$ cat src/rtl/lintm_pkg.sv
// constants, types and register map of the transceiver mode controller
// assumes a single 20 MHz clock and an async active-low power-up reset
package lintm_pkg;

    // time base
    localparam int CLK_PERIOD_NS = 50;
    localparam int TICK_NS = 1000;
    localparam int TICK_CYCLES = TICK_NS / CLK_PERIOD_NS;
    localparam int NS_PER_US = 1000;
    localparam int US_PER_MS = 1000;

    // durations in their own units
    localparam int DOM_TIMEOUT_MS = 20;
    localparam int TXD_GUARD_US = 10;
    localparam int BUS_FILT_US = 100;
    localparam int WAKE_FILT_US = 100;

    // durations in ticks
    localparam int DOM_TIMEOUT_TICKS = DOM_TIMEOUT_MS * US_PER_MS * NS_PER_US / TICK_NS;
    localparam int TXD_GUARD_TICKS = (TXD_GUARD_US * NS_PER_US + TICK_NS - 1) / TICK_NS;
    localparam int BUS_FILT_TICKS = (BUS_FILT_US * NS_PER_US + TICK_NS - 1) / TICK_NS;
    localparam int WAKE_FILT_TICKS = (WAKE_FILT_US * NS_PER_US + TICK_NS - 1) / TICK_NS;
    localparam int CNT_W = 16;
    localparam int TICK_W = 8;

    // register map, byte addresses
    localparam logic [3:0] ADDR_CTRL = 4'h0;
    localparam logic [3:0] ADDR_STATUS = 4'h4;
    localparam int CTRL_LOCAL_WAKE_EN_BIT = 0;
    localparam int CTRL_BUS_WAKE_EN_BIT = 1;
    localparam logic [1:0] CTRL_RESET = 2'h3;
    localparam int STAT_MODE_LSB = 0;
    localparam int STAT_SRC_LSB = 4;
    localparam int STAT_GATE_BIT = 6;
    localparam int STAT_OVTEMP_BIT = 7;
    localparam int STAT_SUPLOW_BIT = 8;
    localparam int STAT_LINDRV_BIT = 9;

    typedef enum logic [3:0] {
        MODE_UNPOWERED = 4'h1,
        MODE_FAILSAFE = 4'h2,
        MODE_NORMAL = 4'h4,
        MODE_SLEEP = 4'h8
    } lintm_mode_t;

    // bit 1 is the transmit pin level, bit 0 the receive pin level
    typedef enum logic [1:0] {
        SRC_BUS = 2'h0,
        SRC_LOCAL = 2'h1,
        SRC_SUPLOW = 2'h2,
        SRC_NONE = 2'h3
    } lintm_src_t;

    typedef struct packed {
        logic enable;
        logic txd;
        logic lin;
        logic localWake;
        logic overTemp;
        logic supplyLow;
        logic supplyOk;
    } lintm_pins_t;

    localparam lintm_pins_t PINS_RESET = '{
        enable: 1'b0, txd: 1'b1, lin: 1'b1, localWake: 1'b1,
        overTemp: 1'b0, supplyLow: 1'b0, supplyOk: 1'b1};

endpackage : lintm_pkg

$ cat src/rtl/lintm_mode_ctrl.sv
// mode sequencer, bus driver gating and wake detection of the transceiver
// assumes pins arrive unsynchronised and an Avalon-MM master on the same clock
//
// Local design decisions: the placing of the registers and the Avalon-MM slave port.
`timescale 1ns/10ps
`default_nettype none

module lintm_mode_ctrl #(
    parameter int DOM_TICKS = lintm_pkg::DOM_TIMEOUT_TICKS,
    parameter int GUARD_TICKS = lintm_pkg::TXD_GUARD_TICKS,
    parameter int BUS_TICKS = lintm_pkg::BUS_FILT_TICKS,
    parameter int WAKE_TICKS = lintm_pkg::WAKE_FILT_TICKS
) (
    input wire logic clk,
    input wire logic arst_n,
    input wire logic enableIn,
    input wire logic txdIn,
    output logic txdOut,
    output logic txdOe,
    output logic rxdOut,
    output logic rxdOe,
    input wire logic linIn,
    output logic linOut,
    output logic linOe,
    input wire logic local_wake_in,
    input wire logic overTempIn,
    input wire logic battery_supplyLow,
    input wire logic battery_supplyOk,
    output logic regulator_inhibit_out,
    input wire logic [3:0] avs_address,
    input wire logic avs_read,
    input wire logic avs_write,
    input wire logic [31:0] avs_writedata,
    input wire logic [3:0] avs_byteenable,
    output logic [31:0] avs_readdata,
    output logic avs_waitrequest
);
    import lintm_pkg::*;

    function automatic logic [CNT_W-1:0] satInc(input logic [CNT_W-1:0] v);
        return (v == {CNT_W{1'b1}}) ? v : v + {{(CNT_W-1){1'b0}}, 1'b1};
    endfunction : satInc

    localparam logic [CNT_W-1:0] DOM_LIM = CNT_W'(DOM_TICKS);
    localparam logic [CNT_W-1:0] GUARD_LIM = CNT_W'(GUARD_TICKS);
    localparam logic [CNT_W-1:0] BUS_LIM = CNT_W'(BUS_TICKS);
    localparam logic [CNT_W-1:0] WAKE_LIM = CNT_W'(WAKE_TICKS);
    localparam logic [TICK_W-1:0] TICK_LAST = TICK_W'(TICK_CYCLES - 1);

    lintm_pins_t pinRaw;
    lintm_pins_t sync1_r;
    lintm_pins_t sync2_r;
    lintm_pins_t sync3_r;
    lintm_pins_t pin_r;
    lintm_mode_t state_r;
    lintm_mode_t state_nxt;
    lintm_src_t src_r;
    lintm_src_t src_nxt;
    logic [TICK_W-1:0] tickCnt_r;
    logic tick_r;
    logic [CNT_W-1:0] txLowCnt_r;
    logic [CNT_W-1:0] txHighCnt_r;
    logic [CNT_W-1:0] busLowCnt_r;
    logic [CNT_W-1:0] wakeLowCnt_r;
    logic wakeArmed_r;
    logic gate_r;
    logic enPrev_r;
    logic [1:0] ctrl_r;
    logic busWake;
    logic localWake;
    logic enFall;
    logic domTimeout;

    assign pinRaw = '{enable: enableIn, txd: txdIn, lin: linIn, localWake: local_wake_in,
        overTemp: overTempIn, supplyLow: battery_supplyLow, supplyOk: battery_supplyOk};

    always_ff @(posedge clk or negedge arst_n) begin
        if (!arst_n) begin
            sync1_r <= PINS_RESET;
            sync2_r <= PINS_RESET;
            sync3_r <= PINS_RESET;
        end else begin
            sync1_r <= pinRaw;
            sync2_r <= sync1_r;
            sync3_r <= sync2_r;
        end
    end

    always_ff @(posedge clk or negedge arst_n) begin
        if (!arst_n) begin
            pin_r <= PINS_RESET;
        end else begin
            pin_r <= (sync2_r & sync3_r) | (pin_r & (sync2_r ^ sync3_r));
        end
    end

    always_ff @(posedge clk or negedge arst_n) begin
        if (!arst_n) begin
            tickCnt_r <= '0;
            tick_r <= 1'b0;
        end else begin
            tick_r <= (tickCnt_r == TICK_LAST);
            tickCnt_r <= (tickCnt_r == TICK_LAST) ? '0 : tickCnt_r + TICK_W'(1);
        end
    end

    assign domTimeout = (txLowCnt_r >= DOM_LIM);

    // bus wake on rising edge after long dominant
    assign busWake = (state_r == MODE_SLEEP) && pin_r.lin && (busLowCnt_r > BUS_LIM)
        && ctrl_r[CTRL_BUS_WAKE_EN_BIT] && !pin_r.supplyLow;
    // local wake after long low level
    assign localWake = (state_r == MODE_SLEEP) && wakeArmed_r && !pin_r.localWake
        && (wakeLowCnt_r > WAKE_LIM) && ctrl_r[CTRL_LOCAL_WAKE_EN_BIT] && !pin_r.supplyLow;
    assign enFall = enPrev_r && !pin_r.enable;

    always_ff @(posedge clk or negedge arst_n) begin
        if (!arst_n) begin
            enPrev_r <= 1'b0;
        end else begin
            enPrev_r <= pin_r.enable;
        end
    end

    always_comb begin
        state_nxt = state_r;
        unique case (state_r)
            MODE_UNPOWERED: begin
                if (pin_r.supplyOk) begin
                    state_nxt = MODE_FAILSAFE;
                end
            end
            MODE_FAILSAFE: begin
                if (!pin_r.supplyOk) begin
                    state_nxt = MODE_UNPOWERED;
                end else if (pin_r.enable && !pin_r.supplyLow) begin
                    state_nxt = MODE_NORMAL;
                end else if (enFall && pin_r.txd) begin
                    state_nxt = MODE_SLEEP;
                end
            end
            MODE_NORMAL: begin
                if (!pin_r.supplyOk) begin
                    state_nxt = MODE_UNPOWERED;
                end else if (pin_r.supplyLow) begin
                    state_nxt = MODE_FAILSAFE;
                end else if (!pin_r.enable && pin_r.txd) begin
                    state_nxt = MODE_SLEEP;
                end
            end
            MODE_SLEEP: begin
                if (!pin_r.supplyOk) begin
                    state_nxt = MODE_UNPOWERED;
                end else if (busWake || localWake) begin
                    state_nxt = MODE_FAILSAFE;
                end
            end
        endcase
    end

    always_comb begin
        src_nxt = src_r;
        if (state_nxt == MODE_UNPOWERED) begin
            src_nxt = SRC_NONE;
        end else if (state_r != MODE_NORMAL && state_nxt == MODE_NORMAL) begin
            src_nxt = SRC_NONE;
        end else if (state_r == MODE_NORMAL && state_nxt == MODE_FAILSAFE) begin
            src_nxt = SRC_SUPLOW;
        end else if (state_nxt == MODE_FAILSAFE && busWake) begin
            src_nxt = SRC_BUS;
        end else if (state_nxt == MODE_FAILSAFE && localWake) begin
            src_nxt = SRC_LOCAL;
        end
    end

    always_ff @(posedge clk or negedge arst_n) begin
        if (!arst_n) begin
            state_r <= MODE_FAILSAFE;
            src_r <= SRC_NONE;
        end else begin
            state_r <= state_nxt;
            src_r <= src_nxt;
        end
    end

    always_ff @(posedge clk or negedge arst_n) begin
        if (!arst_n) begin
            txLowCnt_r <= '0;
            txHighCnt_r <= '0;
        end else if (state_r != MODE_NORMAL) begin
            txLowCnt_r <= '0;
            txHighCnt_r <= '0;
        end else if (pin_r.txd) begin
            txLowCnt_r <= '0;
            txHighCnt_r <= tick_r ? satInc(txHighCnt_r) : txHighCnt_r;
        end else begin
            txHighCnt_r <= '0;
            txLowCnt_r <= tick_r ? satInc(txLowCnt_r) : txLowCnt_r;
        end
    end

    always_ff @(posedge clk or negedge arst_n) begin
        if (!arst_n) begin
            gate_r <= 1'b0;
        end else if (state_r != MODE_NORMAL) begin
            gate_r <= pin_r.txd;
        end else if (domTimeout) begin
            gate_r <= 1'b0;
        end else if (txHighCnt_r > GUARD_LIM) begin
            gate_r <= 1'b1;
        end
    end

    always_ff @(posedge clk or negedge arst_n) begin
        if (!arst_n) begin
            busLowCnt_r <= '0;
        end else if (state_r != MODE_SLEEP || pin_r.lin) begin
            busLowCnt_r <= '0;
        end else if (tick_r) begin
            busLowCnt_r <= satInc(busLowCnt_r);
        end
    end

    // local wake filter, armed by a high level
    always_ff @(posedge clk or negedge arst_n) begin
        if (!arst_n) begin
            wakeArmed_r <= 1'b0;
            wakeLowCnt_r <= '0;
        end else if (state_r != MODE_SLEEP) begin
            wakeArmed_r <= 1'b0;
            wakeLowCnt_r <= '0;
        end else if (pin_r.localWake) begin
            wakeArmed_r <= 1'b1;
            wakeLowCnt_r <= '0;
        end else if (wakeArmed_r && tick_r) begin
            wakeLowCnt_r <= satInc(wakeLowCnt_r);
        end
    end

    // bus pin drivers
    always_ff @(posedge clk or negedge arst_n) begin
        if (!arst_n) begin
            linOe <= 1'b0;
            linOut <= 1'b0;
        end else begin
            linOut <= 1'b0;
            linOe <= (state_r == MODE_NORMAL) && gate_r && !pin_r.txd && !domTimeout
                && !pin_r.overTemp && !pin_r.supplyLow;
        end
    end

    // controller-side pins
    always_ff @(posedge clk or negedge arst_n) begin
        if (!arst_n) begin
            rxdOut <= 1'b1;
            rxdOe <= 1'b1;
            txdOut <= 1'b1;
            txdOe <= 1'b1;
        end else begin
            unique case (state_r)
                MODE_NORMAL: begin
                    rxdOut <= pin_r.lin;
                    rxdOe <= 1'b1;
                    txdOut <= 1'b0;
                    txdOe <= 1'b0;
                end
                MODE_FAILSAFE: begin
                    rxdOut <= src_r[0];
                    rxdOe <= 1'b1;
                    txdOut <= src_r[1];
                    txdOe <= 1'b1;
                end
                default: begin
                    rxdOut <= 1'b1;
                    rxdOe <= 1'b0;
                    txdOut <= 1'b0;
                    txdOe <= 1'b0;
                end
            endcase
        end
    end

    always_ff @(posedge clk or negedge arst_n) begin
        if (!arst_n) begin
            regulator_inhibit_out <= 1'b1;
        end else begin
            regulator_inhibit_out <= (state_r == MODE_NORMAL) || (state_r == MODE_FAILSAFE);
        end
    end

    // avalon slave: one wait cycle per access
    always_ff @(posedge clk or negedge arst_n) begin
        if (!arst_n) begin
            avs_waitrequest <= 1'b1;
            avs_readdata <= '0;
            ctrl_r <= CTRL_RESET;
        end else begin
            avs_waitrequest <= !((avs_read || avs_write) && avs_waitrequest);
            if (avs_read && avs_waitrequest) begin
                avs_readdata <= '0;
                if (avs_address == ADDR_CTRL) begin
                    avs_readdata[1:0] <= ctrl_r;
                end else if (avs_address == ADDR_STATUS) begin
                    avs_readdata[STAT_MODE_LSB +: 4] <= state_r;
                    avs_readdata[STAT_SRC_LSB +: 2] <= src_r;
                    avs_readdata[STAT_GATE_BIT] <= gate_r;
                    avs_readdata[STAT_OVTEMP_BIT] <= pin_r.overTemp;
                    avs_readdata[STAT_SUPLOW_BIT] <= pin_r.supplyLow;
                    avs_readdata[STAT_LINDRV_BIT] <= linOe;
                end
            end
            if (avs_write && !avs_waitrequest && avs_address == ADDR_CTRL && avs_byteenable[0]) begin
                ctrl_r <= avs_writedata[1:0];
            end
        end
    end
endmodule : lintm_mode_ctrl

`default_nettype wire

$ cat config.mk
export PLATFORM = sky130hd
export DESIGN_NAME = lintm_mode_ctrl
export DESIGN_NICKNAME = d
export VERILOG_FILES = /design/src/rtl/lintm_pkg.sv /design/src/rtl/lintm_mode_ctrl.sv
export SDC_FILE = /design/constraint.sdc
export NUM_CORES = 1
export LEC_CHECK = 0
export BUFFER_PORTS_ARGS = -buffer_cell sky130_fd_sc_hd__buf_4
export CAP_MARGIN = 20
export CORE_MARGIN = 3
export CORE_UTILIZATION = 40
export CTS_CLUSTER_DIAMETER = 80
export DETAILED_ROUTE_END_ITERATION = 16
export GPL_TIMING_DRIVEN = 0
export HOLD_SLACK_MARGIN = 0.1
export SLEW_MARGIN = 20
export SYNTH_ARGS = -nofsm -noshare
export SYNTH_HDL_FRONTEND = slang
export SYNTH_SLANG_ARGS = --single-unit
export TNS_END_PERCENT = 5
$ cat constraint.sdc
create_clock -name clk -period 2.8 [get_ports clk]
set_input_delay 0.14 -clock clk [delete_from_list [all_inputs] [get_ports clk]]
set_output_delay 0.14 -clock clk [all_outputs]
set_load 0.02 [all_outputs]
==> flow_summary.json <==
{
  "synth_area_sq_mm": 0.00608,
  "rsz0062_at_grt": "no",
  "io_buffer_count": 34,
  "status": "complete, no violations",
  "viasPerCell": 5.07,
  "first_global_vias": 4216,
  "hp-class": "input port to flop",
  "drc": 0,
  "worstSetupPathType": "flop to flop",
  "slew_violations": 0,
  "finalCriticalPeriod_ns": 2.45,
  "place_congestion": 0.867,
  "grtUsageTotal": 0.152,
  "yosysWarnings": 0,
  "post_drt_wl_per_cell_um": 13.8,
  "slew_headroom": 0.397,
  "setup_violations": 0,
  "clock_sinks": 128,
  "final_cell_mix": "102 x dfrtp_1, 84 x nor2_1, 57 x buf_4",
  "timing.setup.tns_ns": 0,
  "whs_ns": 0.110,
  "critPathArrivalTime_ns": 2.79,
  "powerDensity_mw_per_mm2": 635,
  "leakage_nw": 3.17,
  "synth_ff_type": "dfrtp_1",
  "final_util": 0.501,
  "clockBufferDepth": 2,
  "layout-drive-gt1-share": 0.192,
  "dpl_cell_area_sq_mm": 0.00668,
  "cap_viol_max_count": 0,
  "yosys_register_bits": 128,
  "grt_pass1_wl_um": 20400,
  "cts_resized": 0,
  "cts_root_buf": "clkbuf_16",
  "die_y_um": 129,
  "synth-edff-count": 0,
  "ir_worst_vdd_v": 0.000502,
  "ant_nets": 0,
  "grt-ovfl-total": 0,
  "drtPass1Iterations": 4,
  "final_nets": 735,
  "htreeDepth": 4,
  "synth_seq_area_share": 0.532,
  "cts_tree": "done",
  "num_io_pins": 91,
  "syn2layout_area_growth_pct": 21.2,
  "syn_inst": 578,
  "finalCritPeriodShare": 0.873,
  "grt_max_degree": 83,
  "path_max_fanout": 10,
  "fin_worst_skew_ns": 0.00713,
  "clkSlewWorstSetupHoldPaths_ns": 0.05,
  "core_area_sq_mm": 0.0147,
  "end_kind": "flop",
  "final_common_cell": "dfrtp_1",
  "start_kind": "flop",
  "r2r_slack_ns": 0.35,
  "antenna_cells": 0,
  "postLayoutSetupSlackWorst_ns": 0.355,
  "max_freq_mhz": 409,
  "cts_setup_buffers": 0,
  "synth.avg_cell_area_sq_um": 10.5,
  "crit_required_ns": 3.15,
  "vias": 4388,
  "rows": 44,
  "async_flop_share": 1.00,
  "hold_viol_final": 0,
  "drt-initial-drc-count": 234,
  "die_w_um": 129,
  "start_util": 0.414,
  "dpl.hpwl_um": 8140,
  "cts_buffers": 17,
  "yosysUniqueCellTypes": 58,
  "wl_um": 11900,
  "worstMarginPinSlew_ns": 0.902,
  "clk_latency_ns": 0.42,
  "dp_slack_ns": 0.387,
  "die_area_sq_mm": 0.0167,
  "antenna_found_initial": 0,
  "design_area_sq_mm": 0.00737
}
[synth_stat cells, types with 3 or more instances]
library cell / instances / area share
dfrtp_1: 102 / 0.42
a21oi_1: 12 / 0.0099
xor2_1: 44 / 0.063
mux2i_1: 3 / 0.0049
nor4_1: 4 / 0.0041
nand4_1: 18 / 0.019
ha_1: 16 / 0.033
nor2_1: 84 / 0.052
xnor2_1: 23 / 0.033
nor3b_1: 3 / 0.0037
buf_4: 24 / 0.030
nand3_1: 33 / 0.027
and2_1: 7 / 0.0072
a211oi_1: 3 / 0.0037
dfstp_2: 26 / 0.11
and3_1: 8 / 0.0082
nand2b_1: 7 / 0.0072
a21o_1: 8 / 0.0099
nor3_1: 15 / 0.012
inv_1: 16 / 0.0099
a22o_1: 8 / 0.012
nand2_1: 35 / 0.022
or3_1: 3 / 0.0031
or4_1: 3 / 0.0037
o21ai_0: 9 / 0.0074
and4_1: 6 / 0.0086
clkbuf_1: 10 / 0.0062
nor2b_1: 6 / 0.0062
[worst paths after layout]
kind | startpoint | to | cells past startpoint
min | avs_address[0] | avs_readdata[0] | 3
min in group asynchronous | arst_n | wakeLowCnt_r[11] | 2
min reg2reg | sync1_r[1] | sync2_r[1] | 0
max | state_r[0] | linOe | 5
max reg2reg | state_r[0] | linOe | 5
max in group asynchronous | arst_n | sync1_r[0] | 3
[layout make-up]
| class | count | area, sq um |
|---|---|---|
| inverters | 16 | 60.1 |
| clock inverters | 13 | 95.1 |
| well taps | 184 | 230 |
| repair buffers | 49 | 427 |
| plain buffers | 37 | 231 |
| multi-input cells | 419 | 2640 |
| clock buffers | 19 | 453 |
| fillers | 1319 | 7330 |
| flip-flops and latches | 128 | 3240 |
[where the power goes]
group	total (W)	switching, W	internal [W]
combinational	0.000599	0.000341	0.000258
sequential	0.00206	0.0000673	0.00199
clock	0.00202	0.000773	0.00125
total	0.00468	0.00118	0.00349
[layer usage]
layer | routed length [um] | GRT usage | share of wire
met5 | 0 | 0 | 0
met4 | 133 | 0.0525 | 0.011
met3 | 493 | 0.0462 | 0.041
met2 | 5690 | 0.235 | 0.48
met1 | 5600 | 0.205 | 0.47
[stage by stage]
step	instances	total power [W]
6_report	865	0.00468
5_1_grt	865	0.00490
4_1_cts	865	0.00474
3_5_place_dp	819	0.00268
3_3_place_gp	818	0.00265
2_1_floorplan	600	0.00247
[repair_timing]
| action | CTS | global route |
|---|---|---|
| endpoints found under the setup margin | 0 | 0 |
| endpoints found under the hold margin | 59 | 0 |
| hold buffers | 14 | 0 |
[worst max-delay path, cell delays in order, from the launching register on]
cell     delay, ns
dfrtp_1       0.41
buf_1         0.24
nor4b_2       0.84
nand2_1       0.39
nor4b_1       0.34
and2_1        0.16
[state kept, by name (all words and copies together) (netlist names), 2 cells and up]
name,cells
state_r,4
pin_r,7
sync1_r,7
wakeLowCnt_r,16
txHighCnt_r,16
busLowCnt_r,16
sync3_r,7
sync2_r,7
src_r,2
avs_readdata,10
txLowCnt_r,16
ctrl_r,2
tickCnt_r,8
[cells by family after synthesis]
| kind of cell | after synthesis | synth area share |
|---|---|---|
| flip-flops | 128 | 0.532 |
| adder cells (fa/ha/maj) | 16 | 0.0329 |
| AND/OR/NAND/NOR | 243 | 0.203 |
| XOR/XNOR | 67 | 0.0965 |
| other | 1 | 0.000617 |
| buffers and inverters | 53 | 0.0479 |
| AO/OA/AOI/OAI | 65 | 0.0778 |
| multiplexers | 5 | 0.00864 |
(Power assumes the default switching activity.)
